## src/pcl_pkg.sv

```systemverilog
package pcl_pkg;

  // ---------------------------------------------------------------------------
  // block sizing
  // ---------------------------------------------------------------------------
  localparam int PCL_SIG_PER_CELL = 8;
  localparam int PCL_ROW_CELLS    = 4;
  localparam int PCL_COL_CELLS    = 5;
  localparam int PCL_ROW_BUNDLE   = PCL_SIG_PER_CELL * PCL_ROW_CELLS;
  localparam int PCL_COL_BUNDLE   = PCL_SIG_PER_CELL * PCL_COL_CELLS;
  localparam int PCL_NUM_PCLK     = 6;
  localparam int PCL_DLY_DEPTH    = 16;

  // ---------------------------------------------------------------------------
  // register offsets and reset values
  // ---------------------------------------------------------------------------
  localparam logic [7:0]  PCL_OFF_CTRL = 8'h00;
  localparam logic [7:0]  PCL_OFF_SEL  = 8'h04;
  localparam logic [7:0]  PCL_OFF_CLR  = 8'h08;
  localparam logic [7:0]  PCL_OFF_DLY  = 8'h0c;
  localparam logic [7:0]  PCL_OFF_STAT = 8'h10;
  localparam logic [31:0] PCL_RST_CTRL = 32'h0000_0001;
  localparam logic [31:0] PCL_RST_SEL  = 32'h0000_0000;
  localparam logic [31:0] PCL_RST_CLR  = 32'h0000_0000;
  localparam logic [31:0] PCL_RST_DLY  = 32'h0000_0000;
  localparam logic [1:0]  PCL_RESP_OK  = 2'h0;
  localparam logic [1:0]  PCL_RESP_ERR = 2'h2;

  // ---------------------------------------------------------------------------
  // field positions
  // ---------------------------------------------------------------------------
  localparam int PCL_C_MODE  = 0;   // two bits
  localparam int PCL_C_DDR   = 2;
  localparam int PCL_C_DRV   = 3;
  localparam int PCL_C_TERM  = 4;
  localparam int PCL_C_P0REG = 5;
  localparam int PCL_C_P1REG = 6;
  localparam int PCL_C_OEBYP = 7;
  localparam int PCL_S_INCLK = 0;   // three bits each
  localparam int PCL_S_INCE  = 3;
  localparam int PCL_S_OCLK  = 6;
  localparam int PCL_S_OCE   = 9;
  localparam int PCL_K_ASRC  = 0;
  localparam int PCL_K_SSRC  = 1;
  localparam int PCL_K_ASW   = 2;
  localparam int PCL_K_SSW   = 3;
  localparam int PCL_K_AIGN  = 4;   // five bits each
  localparam int PCL_K_SIGN  = 9;
  localparam int PCL_K_PRE   = 14;
  localparam int PCL_D_TAP0  = 0;   // four bits each
  localparam int PCL_D_TAP1  = 4;
  localparam int PCL_T_PIN   = 5;
  localparam int PCL_T_TERM  = 6;
  localparam int PCL_T_PATH0 = 7;
  localparam int PCL_T_PATH1 = 8;

  // register order within the cell
  localparam int PCL_Q_IN  = 0;
  localparam int PCL_Q_OHI = 1;
  localparam int PCL_Q_OLO = 2;
  localparam int PCL_Q_EHI = 3;
  localparam int PCL_Q_ELO = 4;

  // source codes: fabric, periphery lines 1..6, row/column line
  localparam logic [2:0] PCL_SRC_LOCAL = 3'h0;
  localparam logic [2:0] PCL_SRC_RC    = 3'h7;

  typedef enum logic [1:0] {
    PCL_MODE_IN   = 2'h1,
    PCL_MODE_OUT  = 2'h2,
    PCL_MODE_BIDI = 2'h3
  } pcl_mode_t;

  typedef enum logic [1:0] {
    PCL_BS_IDLE = 2'h1,
    PCL_BS_RESP = 2'h2
  } pcl_bus_st_t;

  // one cell's share of the fabric bundle
  typedef struct packed {
    logic d_hi;
    logic d_lo;
    logic oe_hi;
    logic oe_lo;
    logic clk;
    logic ce;
    logic aclr;
    logic sclr;
  } pcl_fab_t;

  // both input paths toward the interconnect kinds
  typedef struct packed {
    logic [1:0] row;
    logic [1:0] col;
    logic [1:0] direct;
  } pcl_route_t;

endpackage

```

## src/pcl_pin_cell.sv

```systemverilog
// The address map and register access over AXI4-Lite were left to the implementer.
`timescale 1ns/100ps
`default_nettype none
module pcl_pin_cell #(
  parameter int         ADDR_W    = 8,
  parameter int         DLY_DEPTH = pcl_pkg::PCL_DLY_DEPTH,
  parameter logic       IS_ROW    = 1'b1
) (
  input  wire logic                   aclk,
  input  wire logic                   aresetn,
  input  wire logic [ADDR_W-1:0]      s_axi_awaddr,
  input  wire logic                   s_axi_awvalid,
  output var  logic                   s_axi_awready,
  input  wire logic [31:0]            s_axi_wdata,
  input  wire logic [3:0]             s_axi_wstrb,
  input  wire logic                   s_axi_wvalid,
  output var  logic                   s_axi_wready,
  output var  logic [1:0]             s_axi_bresp,
  output var  logic                   s_axi_bvalid,
  input  wire logic                   s_axi_bready,
  input  wire logic [ADDR_W-1:0]      s_axi_araddr,
  input  wire logic                   s_axi_arvalid,
  output var  logic                   s_axi_arready,
  output var  logic [31:0]            s_axi_rdata,
  output var  logic [1:0]             s_axi_rresp,
  output var  logic                   s_axi_rvalid,
  input  wire logic                   s_axi_rready,
  input  wire pcl_pkg::pcl_fab_t      fab,
  input  wire logic [5:0]             io_clk,
  input  wire logic                   rc_clk,
  input  wire logic                   rc_ce,
  input  wire logic                   pin_i,
  output var  logic                   pin_o,
  output var  logic                   pin_oe,
  output var  logic                   term_en,
  output var  pcl_pkg::pcl_route_t    route
);

  localparam int TW = $clog2(DLY_DEPTH);

  // ---------------------------------------------------------------------------
  // state
  // ---------------------------------------------------------------------------
  logic [31:0]          ctrl, next_ctrl;
  logic [31:0]          sel, next_sel;
  logic [31:0]          clr, next_clr;
  logic [31:0]          dly, next_dly;
  pcl_pkg::pcl_bus_st_t wst, next_wst;
  pcl_pkg::pcl_bus_st_t rst_st, next_rst_st;
  logic                 aw_hold, next_aw_hold;
  logic                 w_hold, next_w_hold;
  logic [ADDR_W-1:0]    waddr, next_waddr;
  logic [31:0]          wdata, next_wdata;
  logic [3:0]           wstrb, next_wstrb;
  logic                 next_awready, next_wready, next_bvalid;
  logic [1:0]           next_bresp, next_rresp;
  logic                 next_arready, next_rvalid;
  logic [31:0]          next_rdata;
  logic [4:0]           q, next_q;
  logic                 in_clk_prev, out_clk_prev;
  logic [DLY_DEPTH-1:0] chain, next_chain;
  logic                 next_pin_o, next_pin_oe, next_term_en;
  pcl_pkg::pcl_route_t  next_route;

  // ---------------------------------------------------------------------------
  // source selection
  // ---------------------------------------------------------------------------
  // code 0 local cluster, 1..6 periphery line, 7 row/column line
  function automatic logic pick(input logic [2:0] code, input logic loc,
                                input logic [5:0] pclk, input logic rc);
    logic v;
    v = loc;
    if (code == pcl_pkg::PCL_SRC_RC)
      v = rc;
    else if (code != pcl_pkg::PCL_SRC_LOCAL)
      v = pclk[code - 3'h1];
    return v;
  endfunction

  logic in_clk, in_ce, out_clk, out_ce;
  logic in_tick, out_rise, out_fall;
  logic aclr_now, sclr_now;
  logic ddr;
  logic tap0, tap1, path0, path1;
  logic wr_do, wr_hit;

  // each cell picks its own clocks, enables and clear sources
  always_comb begin
    in_clk  = pick(sel[pcl_pkg::PCL_S_INCLK +: 3], fab.clk, io_clk,
                   rc_clk);
    in_ce   = pick(sel[pcl_pkg::PCL_S_INCE +: 3], fab.ce, io_clk,
                   rc_ce);
    out_clk = pick(sel[pcl_pkg::PCL_S_OCLK +: 3], fab.clk, io_clk,
                   rc_clk);
    out_ce  = pick(sel[pcl_pkg::PCL_S_OCE +: 3], fab.ce, io_clk,
                   rc_ce);
    aclr_now = clr[pcl_pkg::PCL_K_ASRC] ? clr[pcl_pkg::PCL_K_ASW]
                                        : fab.aclr;
    sclr_now = clr[pcl_pkg::PCL_K_SSRC] ? clr[pcl_pkg::PCL_K_SSW]
                                        : fab.sclr;
    ddr      = ctrl[pcl_pkg::PCL_C_DDR];
    in_tick  = in_clk & ~in_clk_prev;
    // one shared edge pair feeds both output and enable registers
    out_rise = out_clk & ~out_clk_prev;
    out_fall = ~out_clk & out_clk_prev & ddr;
  end

  // ---------------------------------------------------------------------------
  // input delay chain and paths
  // ---------------------------------------------------------------------------
  // one shift line serves both paths; each tap is its own delay
  always_comb begin
    next_chain = {chain[DLY_DEPTH-2:0], pin_i};
    tap0 = chain[dly[pcl_pkg::PCL_D_TAP0 +: TW]];
    tap1 = chain[dly[pcl_pkg::PCL_D_TAP1 +: TW]];
    path0 = ctrl[pcl_pkg::PCL_C_P0REG] ? q[pcl_pkg::PCL_Q_IN] : tap0;
    path1 = ctrl[pcl_pkg::PCL_C_P1REG] ? q[pcl_pkg::PCL_Q_IN] : tap1;
    next_route.col    = {path1, path0};
    next_route.row    = IS_ROW ? {path1, path0} : 2'h0;
    next_route.direct = IS_ROW ? {path1, path0} : 2'h0;
  end

  always_ff @(posedge aclk) begin
    if (!aresetn) begin
      chain        <= '0;
      route        <= '0;
      in_clk_prev  <= 1'b0;
      out_clk_prev <= 1'b0;
    end else begin
      chain        <= next_chain;
      route        <= next_route;
      in_clk_prev  <= in_clk;
      out_clk_prev <= out_clk;
    end
  end

  // ---------------------------------------------------------------------------
  // the five cell registers
  // ---------------------------------------------------------------------------
  // async clear beats everything and needs no edge; sync clear waits for
  // the register's own edge, even with its clock enable low
  always_comb begin
    logic [4:0] d;
    logic [4:0] edge_v;
    logic [4:0] ce_v;
    d      = {fab.oe_lo, fab.oe_hi, fab.d_lo, fab.d_hi, tap0};
    edge_v = {out_fall, out_rise, out_fall, out_rise, in_tick};
    ce_v   = {out_ce, out_ce, out_ce, out_ce, in_ce};
    next_q = q;
    for (int i = 0; i < 5; i++) begin
      if (aclr_now && !clr[pcl_pkg::PCL_K_AIGN + i])
        next_q[i] = clr[pcl_pkg::PCL_K_PRE + i];
      else if (edge_v[i] && sclr_now && !clr[pcl_pkg::PCL_K_SIGN + i])
        next_q[i] = clr[pcl_pkg::PCL_K_PRE + i];
      else if (edge_v[i] && ce_v[i])
        next_q[i] = d[i];
    end
  end

  always_ff @(posedge aclk) begin
    if (!aresetn)
      q <= '0;
    else
      q <= next_q;
  end

  // ---------------------------------------------------------------------------
  // pin drive
  // ---------------------------------------------------------------------------
  // the pin follows the live output clock level, so each half period
  // shows one cycle later than the edge that loaded its register
  always_comb begin
    logic dat;
    logic en;
    dat = q[pcl_pkg::PCL_Q_OHI];
    en  = q[pcl_pkg::PCL_Q_EHI];
    if (ddr && !out_clk) begin
      dat = q[pcl_pkg::PCL_Q_OLO];
      en  = q[pcl_pkg::PCL_Q_ELO];
    end
    if (ctrl[pcl_pkg::PCL_C_OEBYP])
      en = fab.oe_hi;
    case (pcl_pkg::pcl_mode_t'(ctrl[pcl_pkg::PCL_C_MODE +: 2]))
      pcl_pkg::PCL_MODE_OUT:  en = 1'b1;
      pcl_pkg::PCL_MODE_BIDI: en = en;
      default:                en = 1'b0;
    endcase
    next_pin_oe  = en;
    next_pin_o   = en & dat;
    next_term_en = ctrl[pcl_pkg::PCL_C_TERM] &
                   ~ctrl[pcl_pkg::PCL_C_DRV];
  end

  always_ff @(posedge aclk) begin
    if (!aresetn) begin
      pin_o   <= 1'b0;
      pin_oe  <= 1'b0;
      term_en <= 1'b0;
    end else begin
      pin_o   <= next_pin_o;
      pin_oe  <= next_pin_oe;
      term_en <= next_term_en;
    end
  end

  // ---------------------------------------------------------------------------
  // bus write side
  // ---------------------------------------------------------------------------
  // address and data are taken in any order; ready stays low until the
  // response is accepted, so only one write is ever in flight
  always_comb begin
    next_aw_hold = aw_hold;
    next_w_hold  = w_hold;
    next_waddr   = waddr;
    next_wdata   = wdata;
    next_wstrb   = wstrb;
    next_awready = s_axi_awready;
    next_wready  = s_axi_wready;
    next_bvalid  = s_axi_bvalid;
    next_bresp   = s_axi_bresp;
    next_wst     = wst;
    wr_do        = 1'b0;
    wr_hit       = 1'b0;
    case (wst)
      pcl_pkg::PCL_BS_IDLE: begin
        if (s_axi_awvalid && s_axi_awready) begin
          next_aw_hold = 1'b1;
          next_waddr   = s_axi_awaddr;
          next_awready = 1'b0;
        end
        if (s_axi_wvalid && s_axi_wready) begin
          next_w_hold = 1'b1;
          next_wdata  = s_axi_wdata;
          next_wstrb  = s_axi_wstrb;
          next_wready = 1'b0;
        end
        if (aw_hold && w_hold) begin
          wr_do  = 1'b1;
          wr_hit = (waddr[7:0] == pcl_pkg::PCL_OFF_CTRL) ||
                   (waddr[7:0] == pcl_pkg::PCL_OFF_SEL) ||
                   (waddr[7:0] == pcl_pkg::PCL_OFF_CLR) ||
                   (waddr[7:0] == pcl_pkg::PCL_OFF_DLY) ||
                   (waddr[7:0] == pcl_pkg::PCL_OFF_STAT);
          next_aw_hold = 1'b0;
          next_w_hold  = 1'b0;
          next_bvalid  = 1'b1;
          next_bresp   = wr_hit ? pcl_pkg::PCL_RESP_OK : pcl_pkg::PCL_RESP_ERR;
          next_wst     = pcl_pkg::PCL_BS_RESP;
        end
      end
      pcl_pkg::PCL_BS_RESP: begin
        if (s_axi_bready) begin
          next_bvalid  = 1'b0;
          next_awready = 1'b1;
          next_wready  = 1'b1;
          next_wst     = pcl_pkg::PCL_BS_IDLE;
        end
      end
      default: next_wst = pcl_pkg::PCL_BS_IDLE;
    endcase
  end

  always_ff @(posedge aclk) begin
    if (!aresetn) begin
      wst           <= pcl_pkg::PCL_BS_IDLE;
      aw_hold       <= 1'b0;
      w_hold        <= 1'b0;
      waddr         <= '0;
      wdata         <= '0;
      wstrb         <= '0;
      s_axi_awready <= 1'b1;
      s_axi_wready  <= 1'b1;
      s_axi_bvalid  <= 1'b0;
      s_axi_bresp   <= pcl_pkg::PCL_RESP_OK;
    end else begin
      wst           <= next_wst;
      aw_hold       <= next_aw_hold;
      w_hold        <= next_w_hold;
      waddr         <= next_waddr;
      wdata         <= next_wdata;
      wstrb         <= next_wstrb;
      s_axi_awready <= next_awready;
      s_axi_wready  <= next_wready;
      s_axi_bvalid  <= next_bvalid;
      s_axi_bresp   <= next_bresp;
    end
  end

  // ---------------------------------------------------------------------------
  // configuration registers
  // ---------------------------------------------------------------------------
  // byte lanes honoured; the status word ignores writes
  always_comb begin
    logic [31:0] m;
    for (int b = 0; b < 4; b++)
      m[b*8 +: 8] = {8{wstrb[b]}};
    next_ctrl = ctrl;
    next_sel  = sel;
    next_clr  = clr;
    next_dly  = dly;
    if (wr_do) begin
      case (waddr[7:0])
        pcl_pkg::PCL_OFF_CTRL: next_ctrl = (ctrl & ~m) | (wdata & m);
        pcl_pkg::PCL_OFF_SEL:  next_sel  = (sel & ~m) | (wdata & m);
        pcl_pkg::PCL_OFF_CLR:  next_clr  = (clr & ~m) | (wdata & m);
        pcl_pkg::PCL_OFF_DLY:  next_dly  = (dly & ~m) | (wdata & m);
        default:               next_ctrl = ctrl;
      endcase
    end
  end

  always_ff @(posedge aclk) begin
    if (!aresetn) begin
      ctrl <= pcl_pkg::PCL_RST_CTRL;
      sel  <= pcl_pkg::PCL_RST_SEL;
      clr  <= pcl_pkg::PCL_RST_CLR;
      dly  <= pcl_pkg::PCL_RST_DLY;
    end else begin
      ctrl <= next_ctrl;
      sel  <= next_sel;
      clr  <= next_clr;
      dly  <= next_dly;
    end
  end

  // ---------------------------------------------------------------------------
  // bus read side
  // ---------------------------------------------------------------------------
  always_comb begin
    logic [31:0] stat;
    stat = '0;
    stat[4:0]                   = q;
    stat[pcl_pkg::PCL_T_PIN]   = pin_i;
    stat[pcl_pkg::PCL_T_TERM]  = term_en;
    stat[pcl_pkg::PCL_T_PATH0] = path0;
    stat[pcl_pkg::PCL_T_PATH1] = path1;
    next_arready = s_axi_arready;
    next_rvalid  = s_axi_rvalid;
    next_rdata   = s_axi_rdata;
    next_rresp   = s_axi_rresp;
    next_rst_st  = rst_st;
    case (rst_st)
      pcl_pkg::PCL_BS_IDLE: begin
        if (s_axi_arvalid) begin
          next_arready = 1'b0;
          next_rvalid  = 1'b1;
          next_rresp   = pcl_pkg::PCL_RESP_OK;
          next_rst_st  = pcl_pkg::PCL_BS_RESP;
          case (s_axi_araddr[7:0])
            pcl_pkg::PCL_OFF_CTRL: next_rdata = ctrl;
            pcl_pkg::PCL_OFF_SEL:  next_rdata = sel;
            pcl_pkg::PCL_OFF_CLR:  next_rdata = clr;
            pcl_pkg::PCL_OFF_DLY:  next_rdata = dly;
            pcl_pkg::PCL_OFF_STAT: next_rdata = stat;
            default: begin
              next_rdata = '0;
              next_rresp = pcl_pkg::PCL_RESP_ERR;
            end
          endcase
        end
      end
      pcl_pkg::PCL_BS_RESP: begin
        if (s_axi_rready) begin
          next_rvalid  = 1'b0;
          next_arready = 1'b1;
          next_rst_st  = pcl_pkg::PCL_BS_IDLE;
        end
      end
      default: next_rst_st = pcl_pkg::PCL_BS_IDLE;
    endcase
  end

  always_ff @(posedge aclk) begin
    if (!aresetn) begin
      rst_st        <= pcl_pkg::PCL_BS_IDLE;
      s_axi_arready <= 1'b1;
      s_axi_rvalid  <= 1'b0;
      s_axi_rdata   <= '0;
      s_axi_rresp   <= pcl_pkg::PCL_RESP_OK;
    end else begin
      rst_st        <= next_rst_st;
      s_axi_arready <= next_arready;
      s_axi_rvalid  <= next_rvalid;
      s_axi_rdata   <= next_rdata;
      s_axi_rresp   <= next_rresp;
    end
  end

endmodule
`default_nettype wire

```

## config.mk

```make
export PLATFORM = sky130hd
export DESIGN_NAME = pcl_pin_cell
export DESIGN_NICKNAME = d
export VERILOG_FILES = /design/src/pcl_pkg.sv /design/src/pcl_pin_cell.sv
export SDC_FILE = /design/constraint.sdc
export NUM_CORES = 1
export LEC_CHECK = 0
export BUFFER_PORTS_ARGS = -buffer_cell sky130_fd_sc_hd__clkbuf_2
export CORE_UTILIZATION = 60
export DETAILED_ROUTE_END_ITERATION = 12
export GPL_TIMING_DRIVEN = 0
export PLACE_DENSITY = 0.82
export SYNTH_ARGS = -nofsm -noshare
export SYNTH_HDL_FRONTEND = slang
export SYNTH_SLANG_ARGS = --single-unit
```

## constraint.sdc

```tcl
create_clock -name aclk -period 4.57 [get_ports aclk]
set_clock_uncertainty 0.2 [all_clocks]
set_input_delay 1.371 -clock aclk [delete_from_list [all_inputs] [get_ports aclk]]
set_output_delay 1.371 -clock aclk [all_outputs]
set_load 0.03 [all_outputs]
```

==> flow_summary.ini <==
[clock_tree]
cts.htree.levels = 1
numCtsBuffers = 25
cts.sinks = 245
clk_latency_ns = 0.53
cts_tree = done
clockBufferDepth = 3
post_cts_buffers = 0
cts_resized = 0
path_clk_slew_ns = 0.06
postCtsHoldBufs = 0
clock-root-buffer = clkbuf_16

[power_and_ir_drop]
p_per_area_nw_per_um2 = 388.9
clkPwrFrac_pct = 46.9
p_leak_uw = 0.004463
p_int_uw = 3709
vdd_drop_max_mv = 0.3145
share_comb_of_total_power_pct = 7.2
swShare_pct = 23.56
power_switching_uw = 1143
p_total_uw = 4852
pwr-share-seq_pct = 45.9

[sta]
fmax_mhz = 299.3
worstMarginPinSlew_ns = 1.052
drv_slew = 0
period_needed_ns = 3.341
setup_viol = 0
worst_slack_ns = 1.229
rsz0062_at_grt = no
final-hold-violation-count = 0
fin_setup_tns_ns = 0
slew_headroom_pct = 29.87
min_period_over_period_pct = 73.11

[critical_path]
crit_chain = clkbuf_2, clkbuf_1, inv_2, clkbuf_1, clkbuf_1, a21oi_1
worstPathRequired_ns = 4.74
rr_endpoint = q[1]$_SDFFE_PN0P_
slowest_stage = clkbuf_1
critPathMaxStageDelay_ns = 0.81
critPathMostFrequentCell = clkbuf_1
cp-start-kind = input port
r2r.worst_path.cells = 8
cp.arrival_ns = 3.51
setup.worst_path.class = in2reg
cp_top_family = buffers and inverters
worst-path-max-fanout = 10
cp-endpoint = wdata[12]$_SDFFE_PN0P_
critPathBufInv = 5
worstSetupEndpointType = flip-flop
r2r_setup_slack_ns = 1.74
cp-startpoint = aresetn
cp.depth = 6

[finish]
drive_gt1_share_pct = 18.39
nets = 1464
n_fill_cell = 1327
layout_common_cells = nand2_1 (273), dfxtp_1 (245), a21oi_1 (211), nand3_1 (154), clkbuf_2 (121)
final_common_cell = nand2_1
diodes = 0
design_area_um2 = 12480
areaGrowthSynthToFinish_pct = 16.97
regArea_um2 = 4905
fin_cells = 1617
multi_input_area_um2 = 5271

[place]
io_buffers = 121
post-dp-hpwl_um = 22100
place_worst_setup_slack_ns = 0.7912
routabilityCongestion = 0.9420
place_inst = 1574
place_area_um2 = 11560

[floorplanning]
die_h_um = 135.3
pin_count = 126
core_area_um2 = 17360
num_rows = 48
die_area_um2 = 18310
die_x_um = 135.3
start_util_pct = 61.45

[synth]
syn-cell-area_um2 = 10670
yosysWarnings = 0
syn_avg_cell_area_um2 = 8.693
synth-edff-count = 0
ys_seq_area_share_pct = 45.98
syn_inst = 1227
synth_flop_cell = dfxtp_1
async_flop_share_pct = 0
synthDistinctLibCells = 59
synth-seq-cells = 245

[route]
drt_iter0_markers = 1113
post_drt_via_cell_ratio = 6.246
dr.pass1.iters = 7
num_vias = 10100
drc = 0
ant_nets = 0
routed_wl_um = 31590
wl_per_cell_um = 19.54

[min_path]
min_path_type = reg2reg

[grt]
grt_pass1_wl_um = 49890
grt-ovfl-total = 0
antenna_found_initial = 0
grt_pass1_vias = 9630
grt_max_degree = 15
track_usage_pct = 35.10

[outcome]
status = finished, final reports clean

[job]
max_cap_violations = 0
==> tightest hold or removal path, delay by kind of cell (launching register included) <==
| kind | cells | cell delay, ns |
|---|---|---|
| flip-flops | 1 | 0.31 |
| AND/OR/NAND/NOR | 1 | 0.05 |
| AO/OA/AOI/OAI | 1 | 0.05 |
==> power groups by stage <==
| stage | registers [µW] | clock network (µW) | logic (µW) |
|---|---|---|---|
| after floorplan | 2280 | 0 | 195 |
| after global placement | 2270 | 0 | 334 |
| after detailed placement | 2270 | 0 | 341 |
| after CTS | 2220 | 2270 | 344 |
| after global routing | 2230 | 2370 | 378 |
| final | 2230 | 2280 | 351 |
==> cell families (layout without fill, tap and decap cells) <==
kind of cell | after synthesis | after routing | share of synthesized area (%)
AND/OR/NAND/NOR | 542 | 542 | 23.58
flip-flops | 245 | 245 | 45.98
other | 1 | 2 | 0.03516
XOR/XNOR | 1 | 1 | 0.08213
multiplexers | 62 | 62 | 11.19
AO/OA/AOI/OAI | 256 | 256 | 13.04
adder cells (fa/ha/maj) | 12 | 12 | 1.408
buffers and inverters | 108 | 272 | 4.680
==> metal layers <==
layer	part of all wire [%]	GRT usage, %	up-vias
li1	-	-	4606
met1	40	46.19	4734
met2	46	56.61	649
met3	9.6	5.499	111
met4	4.0	16.67	0
met5	0	0	-
==> cells in the mapped netlist (all sizes together) (2+ instances only) <==
cell	number	area, µm²
mux2i	12	120.1
nor2	33	123.9
mux4	45	1017
nand2b	3	18.77
and3	3	20.02
nor2b	3	18.77
nor3	15	85.08
o22a	2	17.52
nand3	154	770.7
a21oi	211	1056
nand3b	5	37.54
ha	12	150.1
mux2	5	56.30
and2	21	131.4
nor3b	12	112.6
a221oi	8	70.07
nor4	2	27.53
a311oi	3	32.53
o2bb2ai	2	17.52
inv	16	60.05
nand2	273	1025
or3	3	20.02
or4	2	18.77
a211oi	2	15.01
or2	5	31.28
o21ai	12	60.06
dfxtp	245	4905
a31oi	8	50.05
nand4b	3	26.28
buf	28	188.9
clkbuf	64	250.2
==> how the worst min path moves through the flow <==
| stage | from | end | slack [ns] | cells after the start |
|---|---|---|---|---|
| 2_1_floorplan | flip-flop | term_en$_SDFF_PN0_ | 0.21 | 1 |
| 3_3_place_gp | flip-flop | term_en$_SDFF_PN0_ | 0.23 | 1 |
| 3_5_place_dp | flip-flop | term_en$_SDFF_PN0_ | 0.24 | 1 |
| 4_1_cts | flip-flop | term_en$_SDFF_PN0_ | 0.25 | 1 |
| 5_1_grt | flip-flop | term_en$_SDFF_PN0_ | 0.26 | 1 |
| 6_report | s_axi_rdata[17]$_SDFFE_PN0P_ | s_axi_rdata[17]$_SDFFE_PN0P_ | 0.25 | 2 |
==> area by class of cell <==
| type | instances | share of cell area, % |
|---|---|---|
| Tap cell | 225 | 2.256 |
| Buffer | 92 | 3.520 |
| Multi-Input combinational cell | 875 | 42.25 |
| Clock inverter | 11 | 1.705 |
| Sequential cell | 245 | 39.31 |
| Timing Repair Buffer | 121 | 4.854 |
| Clock buffer | 32 | 5.626 |
| Inverter | 16 | 0.4813 |
==> metrics by stage <==
stage,hold WS [ns],utilization [%]
after floorplan,0.2058,-
after global placement,0.2268,66.59
after detailed placement,0.2372,66.62
after CTS,0.2463,71.89
after global routing,0.2603,71.89
final,0.2521,71.89
No activity file was read; power rests on OpenSTA's default activity.
